==> config.mk <==
export PLATFORM = sky130hd
export DESIGN_NAME = tdba_timer_dma_burst_access
export DESIGN_NICKNAME = d
export VERILOG_FILES = /design/src/hw/tdba_pkg.sv /design/src/hw/timer_dma_burst_access.sv
export VERILOG_INCLUDE_DIRS = /design/src /design/src/hw
export SDC_FILE = /design/constraint.sdc
export NUM_CORES = 1
export LEC_CHECK = 0
export BUFFER_PORTS_ARGS = -buffer_cell sky130_fd_sc_hd__buf_2
export CAP_MARGIN = 20
export CORE_MARGIN = 2
export CORE_UTILIZATION = 41
export CTS_BUF_LIST = sky130_fd_sc_hd__clkbuf_8
export CTS_CLUSTER_DIAMETER = 30
export DETAILED_ROUTE_END_ITERATION = 10
export MAX_ROUTING_LAYER = met4
export PLACE_DENSITY = 0.58
export SLEW_MARGIN = 20
export SYNTH_ARGS = -nofsm -noshare
export SYNTH_HDL_FRONTEND = slang
export SYNTH_SLANG_ARGS = --single-unit
export TNS_END_PERCENT = 1
==> constraint.sdc <==
create_clock -name mclk -period 5.86 [get_ports mclk]
set_input_delay 0.293 -clock mclk [delete_from_list [all_inputs] [get_ports mclk]]
set_output_delay 0.293 -clock mclk [all_outputs]
set_load 0.01 [all_outputs]
==> src/hw/tdba_defines.svh <==
`ifndef TDBA_DEFINES_SVH
`define TDBA_DEFINES_SVH
// register byte offsets
`define TDBA_OFF_CFG 8'h48
`define TDBA_OFF_BUF 8'h4c
`define TDBA_OFF_OPT 8'hfc
`define TDBA_OFF_CCHP 8'h44
`define TDBA_OFF_CV0 8'h34
`define TDBA_OFF_CV3 8'h40
// field positions and shared constants
`define TDBA_START_HI 4
`define TDBA_START_LO 0
`define TDBA_COUNT_HI 12
`define TDBA_COUNT_LO 8
`define TDBA_FILT_BIT 1
`define TDBA_FDIS_BIT 0
`define TDBA_PRIMARY_OUTPUT_ENABLE_BIT 15
`define TDBA_IOS_BIT 10
`define TDBA_COUNT_MAX 5'h11
`define TDBA_ZERO32 32'h00000000
`define TDBA_ZERO5 5'h00
`define TDBA_ONE5 5'h01
`define TDBA_ONE6 6'h01
`define TDBA_CCHP_RD_MASK 32'h0000ffff
`define TDBA_HTRANS_NSEQ 2'h2
`endif

==> src/hw/tdba_pkg.sv <==
package tdba_pkg;
  // address phase captured for the data phase
  typedef struct packed {
    logic act;
    logic wr;
    logic [7:0] addr;
  } tdba_aphase_t;
  // bus slave state
  typedef enum logic [0:0] {
    TDBA_IDLE = 1'b0,
    TDBA_DATA = 1'b1
  } tdba_state_t;
endpackage

==> src/hw/timer_dma_burst_access.sv <==
// The AHB-Lite interface to the registers was left to the implementer.
`timescale 1ns/1ps
`include "tdba_defines.svh"
module tdba_timer_dma_burst_access (
  // clock and reset
  input wire logic mclk,
  input wire logic reset_n,
  // ahb-lite slave
  input wire logic hsel,
  input wire logic [31:0] haddr,
  input wire logic [1:0] htrans,
  input wire logic hwrite,
  input wire logic [2:0] hsize,
  input wire logic hready,
  input wire logic [31:0] hwdata,
  output logic [31:0] hrdata,
  output logic hreadyout,
  output logic hresp,
  // channel output control
  input wire logic [3:0] chanEnable,
  output logic [3:0] chanOutEnable,
  output logic [3:0] chanOffState,
  output logic outputsForcedOff
);
  // captured address phase
  tdba_pkg::tdba_aphase_t aph_reg;
  tdba_pkg::tdba_state_t state_reg;
  // burst configuration fields
  logic [4:0] burstStartIndex_reg;
  logic [4:0] burstCount_reg;
  logic [4:0] xferIndex_reg;
  // index of the register most recently reached through the buffer
  logic [4:0] reachedIndex_reg;
  // option bits
  logic sameValueWriteFilter_reg;
  logic forcedOutputDisableSelect_reg;
  // protection register stand-in and compare values
  logic [15:0] cchp_reg;
  logic [15:0] compareValue_reg [0:3];
  logic [31:0] hrdata_reg;
  // effective target of this data phase
  logic [7:0] tgtAddr;
  logic isBuf;
  logic [7:0] burstAddr;
  logic wrEn;
  // configuration write in this data phase
  logic cfgWrite;
  // buffer access whose data phase ends at this edge
  logic bufDone;
  // read data taken in the wait cycle, before the phase ends
  logic readCapture;
  logic [31:0] rdValue;
  logic primaryOutputEnable;
  logic idleOffStateEnable;

  assign primaryOutputEnable = cchp_reg[`TDBA_PRIMARY_OUTPUT_ENABLE_BIT];
  assign idleOffStateEnable = cchp_reg[`TDBA_IOS_BIT];

  // burst window address: four times the sum of start and index
  assign burstAddr = 8'((burstStartIndex_reg + xferIndex_reg) << 2);
  assign isBuf = aph_reg.act && (aph_reg.addr == `TDBA_OFF_BUF);
  assign tgtAddr = isBuf ? burstAddr : aph_reg.addr;
  assign wrEn = aph_reg.act && aph_reg.wr;
  assign cfgWrite = wrEn && (aph_reg.addr == `TDBA_OFF_CFG);
  // a read phase spans two cycles, so step only where it ends
  assign bufDone = isBuf && hready;
  assign readCapture = aph_reg.act && !aph_reg.wr && !hready;

  // address phase capture; one wait state on reads, word transfers only assumed
  always_ff @(posedge mclk or negedge reset_n) begin
    if (!reset_n) begin
      aph_reg <= '0;
      state_reg <= tdba_pkg::TDBA_IDLE;
    end else if (hready) begin
      aph_reg.act <= hsel && (htrans == `TDBA_HTRANS_NSEQ);
      aph_reg.wr <= hwrite;
      aph_reg.addr <= haddr[7:0];
      state_reg <= (hsel && htrans == `TDBA_HTRANS_NSEQ) ? tdba_pkg::TDBA_DATA
                                                        : tdba_pkg::TDBA_IDLE;
    end
  end

  // burst configuration register writes
  always_ff @(posedge mclk or negedge reset_n) begin
    if (!reset_n) begin
      burstStartIndex_reg <= `TDBA_ZERO5;
      burstCount_reg <= `TDBA_ZERO5;
    end else if (wrEn && aph_reg.addr == `TDBA_OFF_CFG) begin
      // reserved bits dropped, host writes them zero
      burstStartIndex_reg <= hwdata[`TDBA_START_HI:`TDBA_START_LO];
      burstCount_reg <= hwdata[`TDBA_COUNT_HI:`TDBA_COUNT_LO];
    end
  end

  // transfer index walk
  always_ff @(posedge mclk or negedge reset_n) begin
    if (!reset_n) begin
      xferIndex_reg <= `TDBA_ZERO5;
    end else if (wrEn && aph_reg.addr == `TDBA_OFF_CFG) begin
      // new configuration restarts the burst
      xferIndex_reg <= `TDBA_ZERO5;
    end else if (bufDone) begin
      if (xferIndex_reg >= burstCount_reg) begin
        xferIndex_reg <= `TDBA_ZERO5;
      end else begin
        xferIndex_reg <= xferIndex_reg + `TDBA_ONE5;
      end
    end
  end

  // register just reached; the walk itself keeps the programmed start
  always_ff @(posedge mclk or negedge reset_n) begin
    if (!reset_n) begin
      reachedIndex_reg <= `TDBA_ZERO5;
    end else if (cfgWrite) begin
      // before any access the field shows the start
      reachedIndex_reg <= hwdata[`TDBA_START_HI:`TDBA_START_LO];
    end else if (bufDone) begin
      // wraps past the last index like the address field
      reachedIndex_reg <= 5'(burstStartIndex_reg + xferIndex_reg);
    end
  end

  // option register
  always_ff @(posedge mclk or negedge reset_n) begin
    if (!reset_n) begin
      sameValueWriteFilter_reg <= 1'b0;
      forcedOutputDisableSelect_reg <= 1'b0;
    end else if (wrEn && aph_reg.addr == `TDBA_OFF_OPT) begin
      sameValueWriteFilter_reg <= hwdata[`TDBA_FILT_BIT];
      forcedOutputDisableSelect_reg <= hwdata[`TDBA_FDIS_BIT];
    end
  end

  // output protection register, reachable directly or by burst
  always_ff @(posedge mclk or negedge reset_n) begin
    if (!reset_n) begin
      cchp_reg <= 16'h0000;
    end else if (wrEn && tgtAddr == `TDBA_OFF_CCHP) begin
      cchp_reg <= hwdata[15:0];
    end
  end

  // compare value registers, one per channel
  genvar gi;
  generate
    for (gi = 0; gi < 4; gi = gi + 1) begin : gCmp
      localparam logic [7:0] CMP_ADDR = 8'(`TDBA_OFF_CV0 + 4 * gi);
      always_ff @(posedge mclk or negedge reset_n) begin
        if (!reset_n) begin
          compareValue_reg[gi] <= 16'h0000;
        end else if (wrEn && tgtAddr == CMP_ADDR) begin
          // same-value write discarded when filter set
          if (!(sameValueWriteFilter_reg && hwdata[15:0] == compareValue_reg[gi])) begin
            compareValue_reg[gi] <= hwdata[15:0];
          end
        end
      end
      // channel output gating
      always_ff @(posedge mclk or negedge reset_n) begin
        if (!reset_n) begin
          chanOutEnable[gi] <= 1'b0;
          chanOffState[gi] <= 1'b0;
        end else if (forcedOutputDisableSelect_reg && !primaryOutputEnable &&
                     !idleOffStateEnable) begin
          chanOutEnable[gi] <= 1'b0;
          chanOffState[gi] <= 1'b0;
        end else if (primaryOutputEnable) begin
          chanOutEnable[gi] <= chanEnable[gi];
          chanOffState[gi] <= 1'b0;
        end else begin
          // idle mode: off-state if enabled, else disabled
          chanOutEnable[gi] <= 1'b0;
          chanOffState[gi] <= idleOffStateEnable;
        end
      end
    end
  endgenerate

  // forced disable indicator
  always_ff @(posedge mclk or negedge reset_n) begin
    if (!reset_n) begin
      outputsForcedOff <= 1'b0;
    end else begin
      outputsForcedOff <= forcedOutputDisableSelect_reg && !primaryOutputEnable &&
                          !idleOffStateEnable;
    end
  end

  // read mux for the addressed register
  always_comb begin
    rdValue = `TDBA_ZERO32;
    case (tgtAddr)
      `TDBA_OFF_CFG: begin
        // start field shows the register just reached
        rdValue[`TDBA_START_HI:`TDBA_START_LO] = reachedIndex_reg;
        rdValue[`TDBA_COUNT_HI:`TDBA_COUNT_LO] = burstCount_reg;
      end
      `TDBA_OFF_OPT: begin
        rdValue[`TDBA_FILT_BIT] = sameValueWriteFilter_reg;
        rdValue[`TDBA_FDIS_BIT] = forcedOutputDisableSelect_reg;
      end
      `TDBA_OFF_CCHP: begin
        rdValue[15:0] = cchp_reg;
      end
      default: begin
        if (tgtAddr >= `TDBA_OFF_CV0 && tgtAddr <= `TDBA_OFF_CV3 && tgtAddr[1:0] == 2'h0) begin
          rdValue[15:0] = compareValue_reg[2'((tgtAddr - `TDBA_OFF_CV0) >> 2)];
        end
      end
    endcase
  end

  // registered read data: appears one cycle after the address phase edge
  always_ff @(posedge mclk or negedge reset_n) begin
    if (!reset_n) begin
      hrdata_reg <= `TDBA_ZERO32;
    end else if (readCapture) begin
      // taken in the wait cycle, before the index steps
      hrdata_reg <= rdValue;
    end
  end

  // ready and response; one wait state on reads so hrdata comes from a flop
  always_ff @(posedge mclk or negedge reset_n) begin
    if (!reset_n) begin
      hreadyout <= 1'b1;
      hresp <= 1'b0;
    end else begin
      hresp <= 1'b0;
      // low for the one wait cycle of a read, high otherwise
      hreadyout <= !(hsel && hready && htrans == `TDBA_HTRANS_NSEQ && !hwrite);
    end
  end
  assign hrdata = hrdata_reg;

  // assertions
  a_index_bound: assert property (@(posedge mclk) disable iff (!reset_n)
    (burstCount_reg <= `TDBA_COUNT_MAX) |-> (xferIndex_reg <= burstCount_reg))
    else $error("transfer index beyond count");
  a_index_step: assert property (@(posedge mclk) disable iff (!reset_n)
    (bufDone && !cfgWrite && xferIndex_reg < burstCount_reg)
    |=> (xferIndex_reg == $past(xferIndex_reg) + `TDBA_ONE5))
    else $error("index did not step");
  a_index_wrap: assert property (@(posedge mclk) disable iff (!reset_n)
    (bufDone && xferIndex_reg >= burstCount_reg) |=> (xferIndex_reg == `TDBA_ZERO5))
    else $error("index did not wrap");
  a_redirect_addr: assert property (@(posedge mclk) disable iff (!reset_n)
    isBuf |-> (tgtAddr == 8'((burstStartIndex_reg + xferIndex_reg) * 4)))
    else $error("buffer redirect wrong");
  a_filter_hold: assert property (@(posedge mclk) disable iff (!reset_n)
    (wrEn && sameValueWriteFilter_reg && tgtAddr == `TDBA_OFF_CV0 &&
     hwdata[15:0] == compareValue_reg[0]) |=> $stable(compareValue_reg[0]))
    else $error("same value write not dropped");
  a_write_takes: assert property (@(posedge mclk) disable iff (!reset_n)
    (wrEn && !sameValueWriteFilter_reg && tgtAddr == `TDBA_OFF_CV0)
    |=> (compareValue_reg[0] == $past(hwdata[15:0])))
    else $error("compare write lost");
  a_forced_off: assert property (@(posedge mclk) disable iff (!reset_n)
    (forcedOutputDisableSelect_reg && !primaryOutputEnable && !idleOffStateEnable)
    |=> (outputsForcedOff && chanOutEnable == 4'h0 && chanOffState == 4'h0))
    else $error("outputs not forced off");
  a_primary_output_enable_gate: assert property (@(posedge mclk) disable iff (!reset_n)
    !primaryOutputEnable |=> (chanOutEnable == 4'h0))
    else $error("outputs on without primary enable");
  a_start_cfg: assert property (@(posedge mclk) disable iff (!reset_n)
    (wrEn && aph_reg.addr == `TDBA_OFF_CFG) |=> (xferIndex_reg == `TDBA_ZERO5 &&
     burstStartIndex_reg == $past(hwdata[4:0])))
    else $error("config write not applied");
  // start field follows each completed buffer access
  a_reached_index: assert property (@(posedge mclk) disable iff (!reset_n)
    (bufDone && !cfgWrite) |=> (reachedIndex_reg ==
     5'($past(burstStartIndex_reg) + $past(xferIndex_reg))))
    else $error("reached register not reported");
  // a read address phase always costs one wait cycle
  a_read_stall: assert property (@(posedge mclk) disable iff (!reset_n)
    (hsel && hready && htrans == `TDBA_HTRANS_NSEQ && !hwrite) |=> !hreadyout)
    else $error("read not stalled");
  // the wait cycle lasts exactly one clock
  a_read_wait: assert property (@(posedge mclk) disable iff (!reset_n)
    (state_reg == tdba_pkg::TDBA_DATA && !aph_reg.wr && !hreadyout) |=> hreadyout)
    else $error("read wait too long");
  // writes finish with no wait
  a_write_nowait: assert property (@(posedge mclk) disable iff (!reset_n)
    (hsel && hready && htrans == `TDBA_HTRANS_NSEQ && hwrite) |=> hreadyout)
    else $error("write stalled");
  // read data stands until the next read
  a_rdata_hold: assert property (@(posedge mclk) disable iff (!reset_n)
    !readCapture |=> $stable(hrdata_reg))
    else $error("read data changed");
  // with primary enable set the outputs follow the channel enables
  a_out_follow: assert property (@(posedge mclk) disable iff (!reset_n)
    primaryOutputEnable |=> (chanOutEnable == $past(chanEnable)))
    else $error("outputs do not follow enables");
endmodule

Yosys cells after proc, flatten, opt, wreduce, memory -nomap -nowiden --
Cells that the tools add are included.
Operators by class: add/sub/neg operators 4, $lt $le $gt $ge 4, equality and inequality tests 15, mux-type cells 25, bitwise logic cells 5, reductions and logical operators 37
Operators with widths (number):
- $eq 16x16->1 | 4
- $mux 16 | 3
- $eq 8x7->1 const B | 5
- $bmux 16 s2 | 1
- $mux 5 | 5
- $eq 8x6->1 const B | 3
- $logic_and 1x1->1 | 24
- $eq 8x8->1 const B | 2
- $pmux 5 s3 | 1
- $pmux 3 s2 | 2
- $mux 1 | 10
- $pmux 3 s3 | 1
- $ge 8x6->1 const B | 1
- $le 8x7->1 const B | 1
- $mux 8 | 1
- $reduce_and 2->1 | 4
- $add 5x5->6 | 1
- $logic_not 1->1 | 6
- $pmux 2 s3 | 1
- $add 5x1->5 const B | 1
- $add 5x5->5 | 1
- $ge 5x5->1 | 1
- $not 1->1 | 4
- $sub 4x3->4 const B | 1
- other kinds (6) | 6
Storage, ports and cells: register bits 135, bits of input ports 78, output and inout port bits 43, word-level logic and storage cells 112

Logic depth before layout (Yosys ltp) --
Gate-level depths: netlist of the first run.
depth in word-level cells 10, depth in mapped cells 14, depth with buffers taken out 10

Worst setup path before layout of the first run --
OpenSTA, ideal clock, no wires.
path type register to register, start point register aph_reg[4] (netlist bit), end point register hrdata_reg[11], in the netlist hrdata[11], library setup time 0.096 ns, arrival 3.910 ns, required time 5.764 ns, path slack 1.854 ns, cell stages (with the launch flop) 14, path buffers 3, period minus slack after synthesis 4.006 ns, path through dfrtp_1 > or4b_4 > or3_4 > o21ai_2 > buf_2 > inv_1 > ha_1 > nand2_1 > nor3_1 > and3b_1 > or4b_1 > buf_2 > buf_2 > o32ai_2
On the way: longest elaborated chain between the ends 10, elaborated cells between the ends (all ways) 18, classes of those cells add/sub (1); order compare (2); eq/ne (4); mux (6); bitwise (1); reduce/logical (4)
RTL lines:
- from (decl) | line timer_dma_burst_access.sv:26 | tdba_pkg::tdba_aphase_t aph_reg;
- $eq 8x7->1 (no line)
- $logic_and 1x1->1 | line timer_dma_burst_access.sv:61 | assign isBuf = aph_reg.act && (aph_reg.addr == `TDBA_OFF_BUF);
- $mux 8 (*) | line timer_dma_burst_access.sv:62 | assign tgtAddr = isBuf ? burstAddr : aph_reg.addr;
- $sub 4x3->4 (no line)
- $not 2->3 | line timer_dma_burst_access.sv:208 | rdValue[15:0] = compareValue_reg[2'((tgtAddr - `TDBA_OFF_CV0) >> 2)];
- $bmux 16 s2 | line timer_dma_burst_access.sv:208
- $mux 16 (2 in a row) | line timer_dma_burst_access.sv:208
- $mux 16 | line timer_dma_burst_access.sv:207 | if (tgtAddr >= `TDBA_OFF_CV0 && tgtAddr <= `TDBA_OFF_CV3 && tgtAddr[1:0] == 2'h0) begin
- $pmux 5 s3 (*) | line timer_dma_burst_access.sv:193 | case (tgtAddr)
- to (signal assigned) | line timer_dma_burst_access.sv:217 | hrdata_reg <= `TDBA_ZERO32;
- to (signal assigned) | line timer_dma_burst_access.sv:220 | hrdata_reg <= rdValue;
- to (decl) | line timer_dma_burst_access.sv:40 | logic [31:0] hrdata_reg;
Every way passes the cells marked *; elsewhere a longest branch is shown, timed or not. The select of a mux whose other input is x is not followed. A chain may end at the register's enable or synchronous reset.

Worst setup path after layout of the first run --
start point register aph_reg[5] (netlist bit), end point register cchp_reg[9]
On the way: longest elaborated chain between the ends 5
RTL lines:
- $eq 8x7->1 (no line)
- $logic_and 1x1->1 | line timer_dma_burst_access.sv:61
- $mux 8 (*) | line timer_dma_burst_access.sv:62
- $eq 8x7->1 (*)
- $logic_and 1x1->1 (no line) (*)
- to (signal assigned) | line timer_dma_burst_access.sv:140 | cchp_reg <= hwdata[15:0];
- to (decl) | line timer_dma_burst_access.sv:38 | logic [15:0] cchp_reg;
Every way passes the cells marked *; elsewhere a longest branch is shown, timed or not.

==> results of run 1 <==
## layout make-up
| type | instances | area (um2) | area share |
|---|---|---|---|
| Clock buffer | 21 | 289 | 0.0349 |
| Clock inverter | 11 | 82.6 | 0.00997 |
| Inverter | 12 | 45.0 | 0.00544 |
| Multi-Input combinational cell | 423 | 3830 | 0.462 |
| Sequential cell | 135 | 3380 | 0.408 |
| Tap cell | 229 | 287 | 0.0346 |
| Timing Repair Buffer | 69 | 377 | 0.0455 |
## stage by stage
| stage | worst slack (ns) | total power, uW |
|---|---|---|
| 6_report | 1.57 | 2170 |
| 5_1_grt | 1.33 | 2270 |
| 4_1_cts | 1.62 | 2180 |
| 3_5_place_dp | 1.64 | 1450 |
| 3_3_place_gp | 1.72 | 1440 |
| 2_1_floorplan | 1.85 | 1320 |
## routing by layer
metal,share of wire,track usage,routed length (um),vias up
met1,0.48,0.276,8550,2546
met2,0.47,0.301,8480,140
met3,0.037,0.0337,659,15
met4,0.012,0.0516,213,0
met5,0,-,0,-
li1,-,-,-,2270
## synthesized netlist by cell type (2+ instances only)
cell type	number	area share
dfrtp_1	134	0.45
mux2_2	64	0.096
xnor2_1	62	0.072
nand2_1	32	0.016
mux2_4	30	0.060
o21ai_0	29	0.019
clkbuf_1	25	0.013
buf_4	20	0.020
nor2_1	18	0.0090
ha_1	16	0.027
mux4_2	16	0.048
nand3_1	16	0.011
nand4_1	14	0.012
inv_1	12	0.0060
and2_1	11	0.0092
a221oi_1	8	0.0093
nor4_1	8	0.0067
buf_2	7	0.0047
o32ai_1	7	0.0082
xor2_1	7	0.0082
a21o_1	6	0.0060
a31oi_1	6	0.0050
o211ai_1	5	0.0050
a311oi_4	3	0.011
buf_1	3	0.0015
buf_6	3	0.0045
o22ai_1	3	0.0025
a211o_1	2	0.0023
a22oi_1	2	0.0020
and3_1	2	0.0017
nor2b_1	2	0.0017
nor3_1	2	0.0013
nor3b_1	2	0.0020
nor4_4	2	0.0057
o32ai_2	2	0.0043
or2_2	2	0.0017
or3_1	2	0.0017
or3_4	2	0.0030
## path summary, 6_finish.rpt
kind | depth (start not counted) | to | start | slack (ns)
setup / recovery | 8 | cchp_reg[9] | aph_reg[5] | 1.57
hold / removal | 3 | aph_reg[2] | haddr[2] | 0.06
setup reg to reg | 8 | cchp_reg[9] | aph_reg[5] | 1.57
hold reg to reg | 2 | reachedIndex_reg[0] | reachedIndex_reg[0] | 0.49
max in group asynchronous | 3 | compareValue_reg[48] | reset_n | 4.21
min in group asynchronous | 2 | xferIndex_reg[1] | reset_n | 0.44
## critical path, cell delays in order, from the launching register on
cell     delay [ns]
dfrtp_1        0.45
or4b_4         0.57
or3_4          0.44
o21ai_0        0.47
ha_1           0.31
nand2_1        0.19
nor4_4         0.70
nand3_2        0.58
mux2_2         0.46
## power by group through the flow
stage	logic (uW)	registers [uW]	clock network (uW)
floorplan	237	1080	0
global placement	354	1080	0
detailed placement	362	1090	0
CTS	364	1070	746
global route	395	1080	792
finish	363	1070	734
## logic make-up after synthesis
logic type | Yosys count | synth area share
xor gates and xnor gates | 69 | 0.0806
adders and majority gates | 17 | 0.0294
AOI/OAI and AO/OA | 81 | 0.0861
buffers and inverters | 70 | 0.0492
and+or+nand+nor | 129 | 0.0996
DFF | 135 | 0.451
other | 1 | 0.000500
muxes | 110 | 0.204
==> flow_metrics.env, run 1 <==
export IMPL_clockBufferDepth=2
export IMPL_fill_cells=1632
export IMPL_grt_pass1_vias=4994
export IMPL_num_vias=4971
export IMPL_synth_seq_area_share=0.451
export IMPL_period_minus_slack_ns=4.29
export IMPL_run_status="complete, no violations"
export IMPL_stdcell_area_um2=8290
export IMPL_postRouteAntennaNets=0
export IMPL_crit_type="reg -> reg"
export IMPL_place_congestion=0.895
export IMPL_post_route_period_util=0.732
export IMPL_drt_iter0_markers=377
export IMPL_synthArstFlopShare=1.00
export IMPL_ctsResizeCount=0
export IMPL_cts_tree="yes"
export IMPL_peakVddDrop_mv=0.154
export IMPL_clkTransAtPathRegs_ns=0.07
export IMPL_placed_cells_incl_taps=867
export IMPL_nets=753
export IMPL_max_slew_worst_pin_slew_ns=0.981
export IMPL_timing_fmax_ghz=0.233
export IMPL_die_x_um=139
export IMPL_numClockSinks=135
export IMPL_routed_wl_um=17900
export IMPL_power_frac_seq=0.494
export IMPL_p_per_area_nw_per_um2=262
export IMPL_start_util=0.418
export IMPL_grt_max_degree=81
export IMPL_port_buffers=60
export IMPL_dr_pass1_iters=6
export IMPL_synthCells=612
export IMPL_synthFlopType="dfrtp_1"
export IMPL_setup_tns_ns=0
export IMPL_yosys_cell_types_count=63
export IMPL_synth_area_um2=7500
export IMPL_grt_pass1_wl_um=28900
export IMPL_swShare=0.290
export IMPL_dp_hpwl_um=12700
export IMPL_clock_tree_root_cell="clkbuf_8"
export IMPL_cts_hold_buf=1
export IMPL_utilization=0.461
export IMPL_required_ns=6.19
export IMPL_yosys_warnings=0
export IMPL_slew_violations=0
export IMPL_rows=49
export IMPL_combPwrFrac=0.167
export IMPL_cp_end_kind="flop"
export IMPL_most_common_layout_cells="dfrtp_1 (134), mux2_2 (64), xnor2_1 (62)"
export IMPL_dpl_instance_area_um2=7900
export IMPL_synth_edf_count=0
export IMPL_vias_per_cell=5.52
export IMPL_wire_per_inst_um=19.9
export IMPL_max_cap_violations=0
export IMPL_grt_overflow=0
export IMPL_rsz0062_at_grt="no"
export IMPL_h_tree_depth=4
export IMPL_layout_cells_non_filler=900
export IMPL_fin_skew_ns=0.0166
export IMPL_cts_setup_buffers=0
export IMPL_hold_viol=0
export IMPL_p_clk_frac=0.339
export IMPL_track_usage=0.198
export IMPL_p_leak_uw=0.00350
export IMPL_numCtsBuffers=17
export IMPL_fp_dieH_um=139
export IMPL_final_common_cell="dfrtp_1"
export IMPL_core_area_um2=18000
export IMPL_drive_gt1_frac=0.343
export IMPL_ys_seq_elements=135
export IMPL_arrival_ns=4.62
export IMPL_cp_start_kind="flop"
export IMPL_worst_hold_slack_ns=0.0556
export IMPL_clock_latency_ns=0.45
export IMPL_path_max_fanout=16
export IMPL_setup_viol=0
export IMPL_antennaDiodeCount=0
export IMPL_largest_reg_flops=64
export IMPL_antenna_found_initial=0
export IMPL_relSlewSlack=0.340
export IMPL_die_area_um2=19400
export IMPL_intPower_uw=1540
export IMPL_ios=121
export IMPL_hold_class="in -> reg"
export IMPL_avgSynthCellArea_um2=12.3
export IMPL_layout_area_overhead_vs_synth_pct=10.5
export IMPL_drc_errors=0
export IMPL_p_sw_uw=628
Power figures use the tool's default switching activity.
==> inputs of run 2 (changes only) <==
- clock period: 5.86 -> 4.4 ns (I/O delays scaled with it)
==> run 2 against run 1 <==
Effect of this change:
- global-route usage fell by 0.15 points
- clock power increased by 24%
- power increased by 30%
- hold slack gained 0.077 ns
- core utilization increased by 0.79 points
- final cell count up 2.2%
- fmax grew 6.8%
- cell area grew 1.7%
- sequential power increased by 33%
- worst setup slack got worse by 1.2 ns
- critical endpoint is now hrdata[9]
- largest cell class unchanged
- largest power group unchanged
==> flow_metrics.env, run 2 (synthesized netlist as in run 1, its figures left out) <==
export IMPL_nets=773
export IMPL_place_ws_ns=0.390
export IMPL_grt_overflow=0
export IMPL_clkTransAtPathRegs_ns=0.08
export IMPL_drive_gt1_frac=0.343
export IMPL_hold_class="in -> reg"
export IMPL_core_area_um2=18000
export IMPL_clock_tree_root_cell="clkbuf_8"
export IMPL_grt_pass1_wl_um=28800
export IMPL_cp_top_family="simple AND/OR/NAND/NOR gates"
export IMPL_final_common_cell="dfrtp_1"
export IMPL_max_cap_violations=0
export IMPL_track_usage=0.196
export IMPL_cp_start_kind="flop"
export IMPL_port_buffers=60
export IMPL_arrival_ns=4.36
export IMPL_routed_wl_um=17900
export IMPL_post_route_period_util=0.912
export IMPL_most_common_layout_cells="dfrtp_1 (134), mux2_2 (64), xnor2_1 (62)"
export IMPL_p_per_area_nw_per_um2=335
export IMPL_antennaDiodeCount=0
export IMPL_rsz0062_at_grt="no"
export IMPL_num_vias=5032
export IMPL_ctsResizeCount=0
export IMPL_place_congestion=0.858
export IMPL_timing_fmax_ghz=0.249
export IMPL_clockBufferDepth=2
export IMPL_ios=121
export IMPL_path_max_fanout=16
export IMPL_crit_type="reg -> reg"
export IMPL_wire_per_inst_um=19.5
export IMPL_fp_dieH_um=139
export IMPL_die_area_um2=19400
export IMPL_cp_end_kind="flop"
export IMPL_grt_max_degree=93
export IMPL_h_tree_depth=4
export IMPL_required_ns=4.74
export IMPL_largest_reg_flops=64
export IMPL_cts_tree="yes"
export IMPL_max_slew_worst_pin_slew_ns=0.889
export IMPL_vias_per_cell=5.47
export IMPL_setup_tns_ns=0
export IMPL_worst_hold_slack_ns=0.133
export IMPL_relSlewSlack=0.407
export IMPL_placed_cells_incl_taps=873
export IMPL_fin_skew_ns=0.0136
export IMPL_cp_slowest_cell="or4b_1"
export IMPL_numClockSinks=135
export IMPL_postRouteAntennaNets=0
export IMPL_p_leak_uw=0.00355
export IMPL_hold_viol=0
export IMPL_layout_cells_non_filler=920
export IMPL_drc_errors=0
export IMPL_antenna_found_initial=0
export IMPL_drt_iter0_markers=363
export IMPL_worstPathCellList="or4b_4 > or3_4 > o21ai_0 > inv_1 > ha_1 > nand2_1 > nor3_1 > and3b_1 > or4b_1 > o32ai_1"
export IMPL_clock_latency_ns=0.45
export IMPL_run_status="complete, no violations"
export IMPL_setup_viol=0
export IMPL_dr_pass1_iters=4
export IMPL_die_x_um=139
export IMPL_start_util=0.418
export IMPL_rows=49
export IMPL_period_minus_slack_ns=4.01
export IMPL_grt_pass1_vias=5056
export IMPL_path_buf_inv=1
export IMPL_slew_violations=0
export IMPL_dp_hpwl_um=12700
export IMPL_numCtsBuffers=17
export IMPL_layout_area_overhead_vs_synth_pct=12.4
export IMPL_peakVddDrop_mv=0.183
export IMPL_critical_path_max_stage_delay_ns=0.86
export IMPL_layout_setup_ws_ns=0.385
-- run 2: power by group --
part	total [uW]	switching [uW]	leakage [uW]	internal [uW]
logic	491	262	0.00177	229
clock network	907	519	0.000169	389
registers	1420	91.6	0.00161	1330
-- run 2: metal layers --
metal	wire length, um	share of wire	track usage
met5	0	0	-
met4	313	0.017	0.0585
met3	599	0.033	0.0306
met2	8240	0.46	0.297
met1	8740	0.49	0.275
-- run 2: final timing paths --
kind / startpoint / to / slack (ns) / depth (start not counted)
min reg2reg: reachedIndex_reg[1] / reachedIndex_reg[1] / 0.50 / 2
min in group asynchronous: reset_n / xferIndex_reg[3] / 0.43 / 2
max in group asynchronous: reset_n / compareValue_reg[52] / 2.82 / 3
max: aph_reg[4] / hrdata[9] / 0.39 / 10
min: hwdata[10] / burstCount_reg[2] / 0.13 / 3
max reg2reg: aph_reg[4] / hrdata[9] / 0.39 / 10
-- run 2: timing repair --
item                      CTS  global route
setup buffers               0             0
hold endpoints to repair  104             0
hold buffers               15             0
-- run 2: worst min-delay path, delay by kind of cell --
family | cells | cell delay, ns
AO/OA/AOI/OAI | 1 | 0.07
AND/OR/NAND/NOR | 1 | 0.07
buffers and inverters | 1 | 0.18
-- run 2: layout make-up --
class | instances | area [um2]
fillers | 1665 | 9540
multi-input cells | 423 | 3820
flip-flops and latches | 135 | 3380
repair buffers | 89 | 562
well taps | 229 | 287
clock buffers | 17 | 234
clock inverters | 15 | 104
inverters | 12 | 45.0
-- run 2: metrics by stage --
stage               instance area [um2]  utilization  power [uW]
floorplan                          7560            -        1750
global placement                   7940        0.442        1920
detailed placement                 7940        0.442        1930
CTS                                8430        0.469        2850
global route                       8430        0.469        2970
finish                             8430        0.469        2820
==> inputs of run 3 (changes only) <==
- PLACE_DENSITY: 0.58 -> default
- PLACE_DENSITY_LB_ADDON: default -> 0.3
==> run 3 against run 2 <==
Effect of this change:
- critical path depth stayed put
- sequential share of layout area decreased by 0.47 points
- via count up 0.44%
- count of clock-buffer cells in the layout grew 1
- cell area up 1.2%
- critical endpoint is now hrdata[8]
- largest cell class unchanged
==> flow_metrics.env, run 3 (synthesized netlist as in run 1, its figures left out) <==
export IMPL_run_status="complete, no violations"
export IMPL_wire_per_inst_um=19.4
export IMPL_hold_class="in -> reg"
export IMPL_grt_pass1_vias=5267
export IMPL_utilization=0.475
export IMPL_core_area_um2=18000
export IMPL_clockBufferDepth=2
export IMPL_period_minus_slack_ns=4.01
export IMPL_numClockSinks=135
export IMPL_critical_path_max_stage_delay_ns=0.86
export IMPL_cp_slowest_cell="or4b_1"
export IMPL_track_usage=0.201
export IMPL_crit_type="reg -> reg"
export IMPL_max_cap_violations=0
export IMPL_peakVddDrop_mv=0.191
export IMPL_fp_dieH_um=139
export IMPL_h_tree_depth=4
export IMPL_port_buffers=60
export IMPL_clock_tree_root_cell="clkbuf_8"
export IMPL_cp_end_kind="flop"
export IMPL_final_common_cell="dfrtp_1"
export IMPL_antenna_found_initial=0
export IMPL_post_route_period_util=0.911
export IMPL_clkTransAtPathRegs_ns=0.08
export IMPL_rows=49
export IMPL_cts_setup_buffers=0
export IMPL_rsz0062_at_grt="no"
export IMPL_die_x_um=139
export IMPL_most_common_layout_cells="dfrtp_1 (134), mux2_2 (64), xnor2_1 (62)"
export IMPL_met3_length_um=769
export IMPL_fin_skew_ns=0.00973
export IMPL_p_leak_uw=0.00359
export IMPL_nets=772
export IMPL_numCtsBuffers=17
export IMPL_drt_iter0_markers=247
export IMPL_timing_fmax_ghz=0.250
export IMPL_drive_gt1_frac=0.343
export IMPL_slew_violations=0
export IMPL_dr_pass1_iters=5
export IMPL_place_congestion=0.908
export IMPL_clock_latency_ns=0.45
export IMPL_cts_tree="yes"
export IMPL_start_util=0.418
export IMPL_die_area_um2=19400
export IMPL_grt_pass1_wl_um=29700
export IMPL_vias_per_cell=5.50
export IMPL_top_layer="met4"
export IMPL_path_buf_inv=1
export IMPL_postRouteAntennaNets=0
export IMPL_grt_max_degree=95
export IMPL_routed_wl_um=17800
export IMPL_dp_hpwl_um=12800
export IMPL_hold_viol=0
export IMPL_grt_overflow=0
export IMPL_required_ns=4.74
export IMPL_cp_start_kind="flop"
export IMPL_max_slew_worst_pin_slew_ns=0.865
export IMPL_largest_reg_flops=64
export IMPL_layout_area_overhead_vs_synth_pct=13.7
export IMPL_setup_viol=0
export IMPL_p_per_area_nw_per_um2=360
export IMPL_wl_met2_um=8440
export IMPL_path_max_fanout=16
export IMPL_relSlewSlack=0.424
export IMPL_num_vias=5054
export IMPL_antennaDiodeCount=0
export IMPL_setup_tns_ns=0
export IMPL_arrival_ns=4.35
export IMPL_cp_top_family="simple AND/OR/NAND/NOR gates"
export IMPL_worstPathCellList="or4b_4 > or3_4 > o21ai_0 > inv_1 > ha_1 > nand2_1 > nor3_1 > and3b_1 > or4b_1 > o32ai_1"
export IMPL_wirelength_met1_um=8300
export IMPL_drc_errors=0
export IMPL_ios=121
run 3: cell count changes in the layout (fill, tap and decap cells not counted), sizes merged:
cell | before | now
clkinvlp | 4 | 3
clkbuf | 17 | 18
clkinv | 7 | 3
buf | 74 | 73
bufinv | 0 | 4
run 3: metal layers:
metal,track usage,vias up
met3,0.0292,26
met4,0.0675,0
met1,0.274,2578
li1,-,2313
met2,0.309,137
met5,-,-
run 3: cell type report:
cell class,instances,area [um2]
sequential,135,3380
clock buffer,18,248
inverter,12,45.0
multi-input combinational,423,3820
timing repair buffer,88,554
tap,229,287
clock inverter,14,196
fill,1599,9440
run 3: per-stage QoR:
stage | hold slack, ns | instances | setup slack (ns) | cell area, um2 | total power [uW]
finish | 0.140 | 919 | 0.393 | 8530 | 3070
global route | 0.158 | 919 | 0.169 | 8530 | 3200
global placement | 0.351 | 872 | 0.478 | 7930 | 1910
CTS | 0.116 | 919 | 0.359 | 8530 | 3090
detailed placement | 0.363 | 872 | 0.442 | 7930 | 1930
floorplan | -0.0756 | 628 | 0.394 | 7560 | 1750
run 3: where the power goes:
part	switching (uW)	internal, uW
sequential	92.4	1330
clock	515	638
combinational	260	229
run 3: worst paths after layout:
kind	from	end	slack [ns]	cells after the start
min	hwdata[10]	burstCount_reg[2]	0.14	3
min reg2reg	reachedIndex_reg[0]	reachedIndex_reg[0]	0.50	2
max	aph_reg[4]	hrdata[8]	0.39	10
min in group asynchronous	reset_n	burstCount_reg[1]	0.42	2
max reg2reg	aph_reg[4]	hrdata[8]	0.39	10
max in group asynchronous	reset_n	hreadyout	2.95	3
run 3: worst register-to-register path, cell delays in order (launching register included):
cell,delay (ns)
dfrtp_1,0.43
or4b_4,0.59
or3_4,0.44
o21ai_0,0.40
inv_1,0.13
ha_1,0.20
nand2_1,0.14
nor3_1,0.10
and3b_1,0.19
or4b_1,0.86
o32ai_1,0.42
run 3: timing repair:
item                      in CTS  in global routing
hold endpoints to repair     107                  0
resized for setup              0                  0
hold buffers                  15                  0
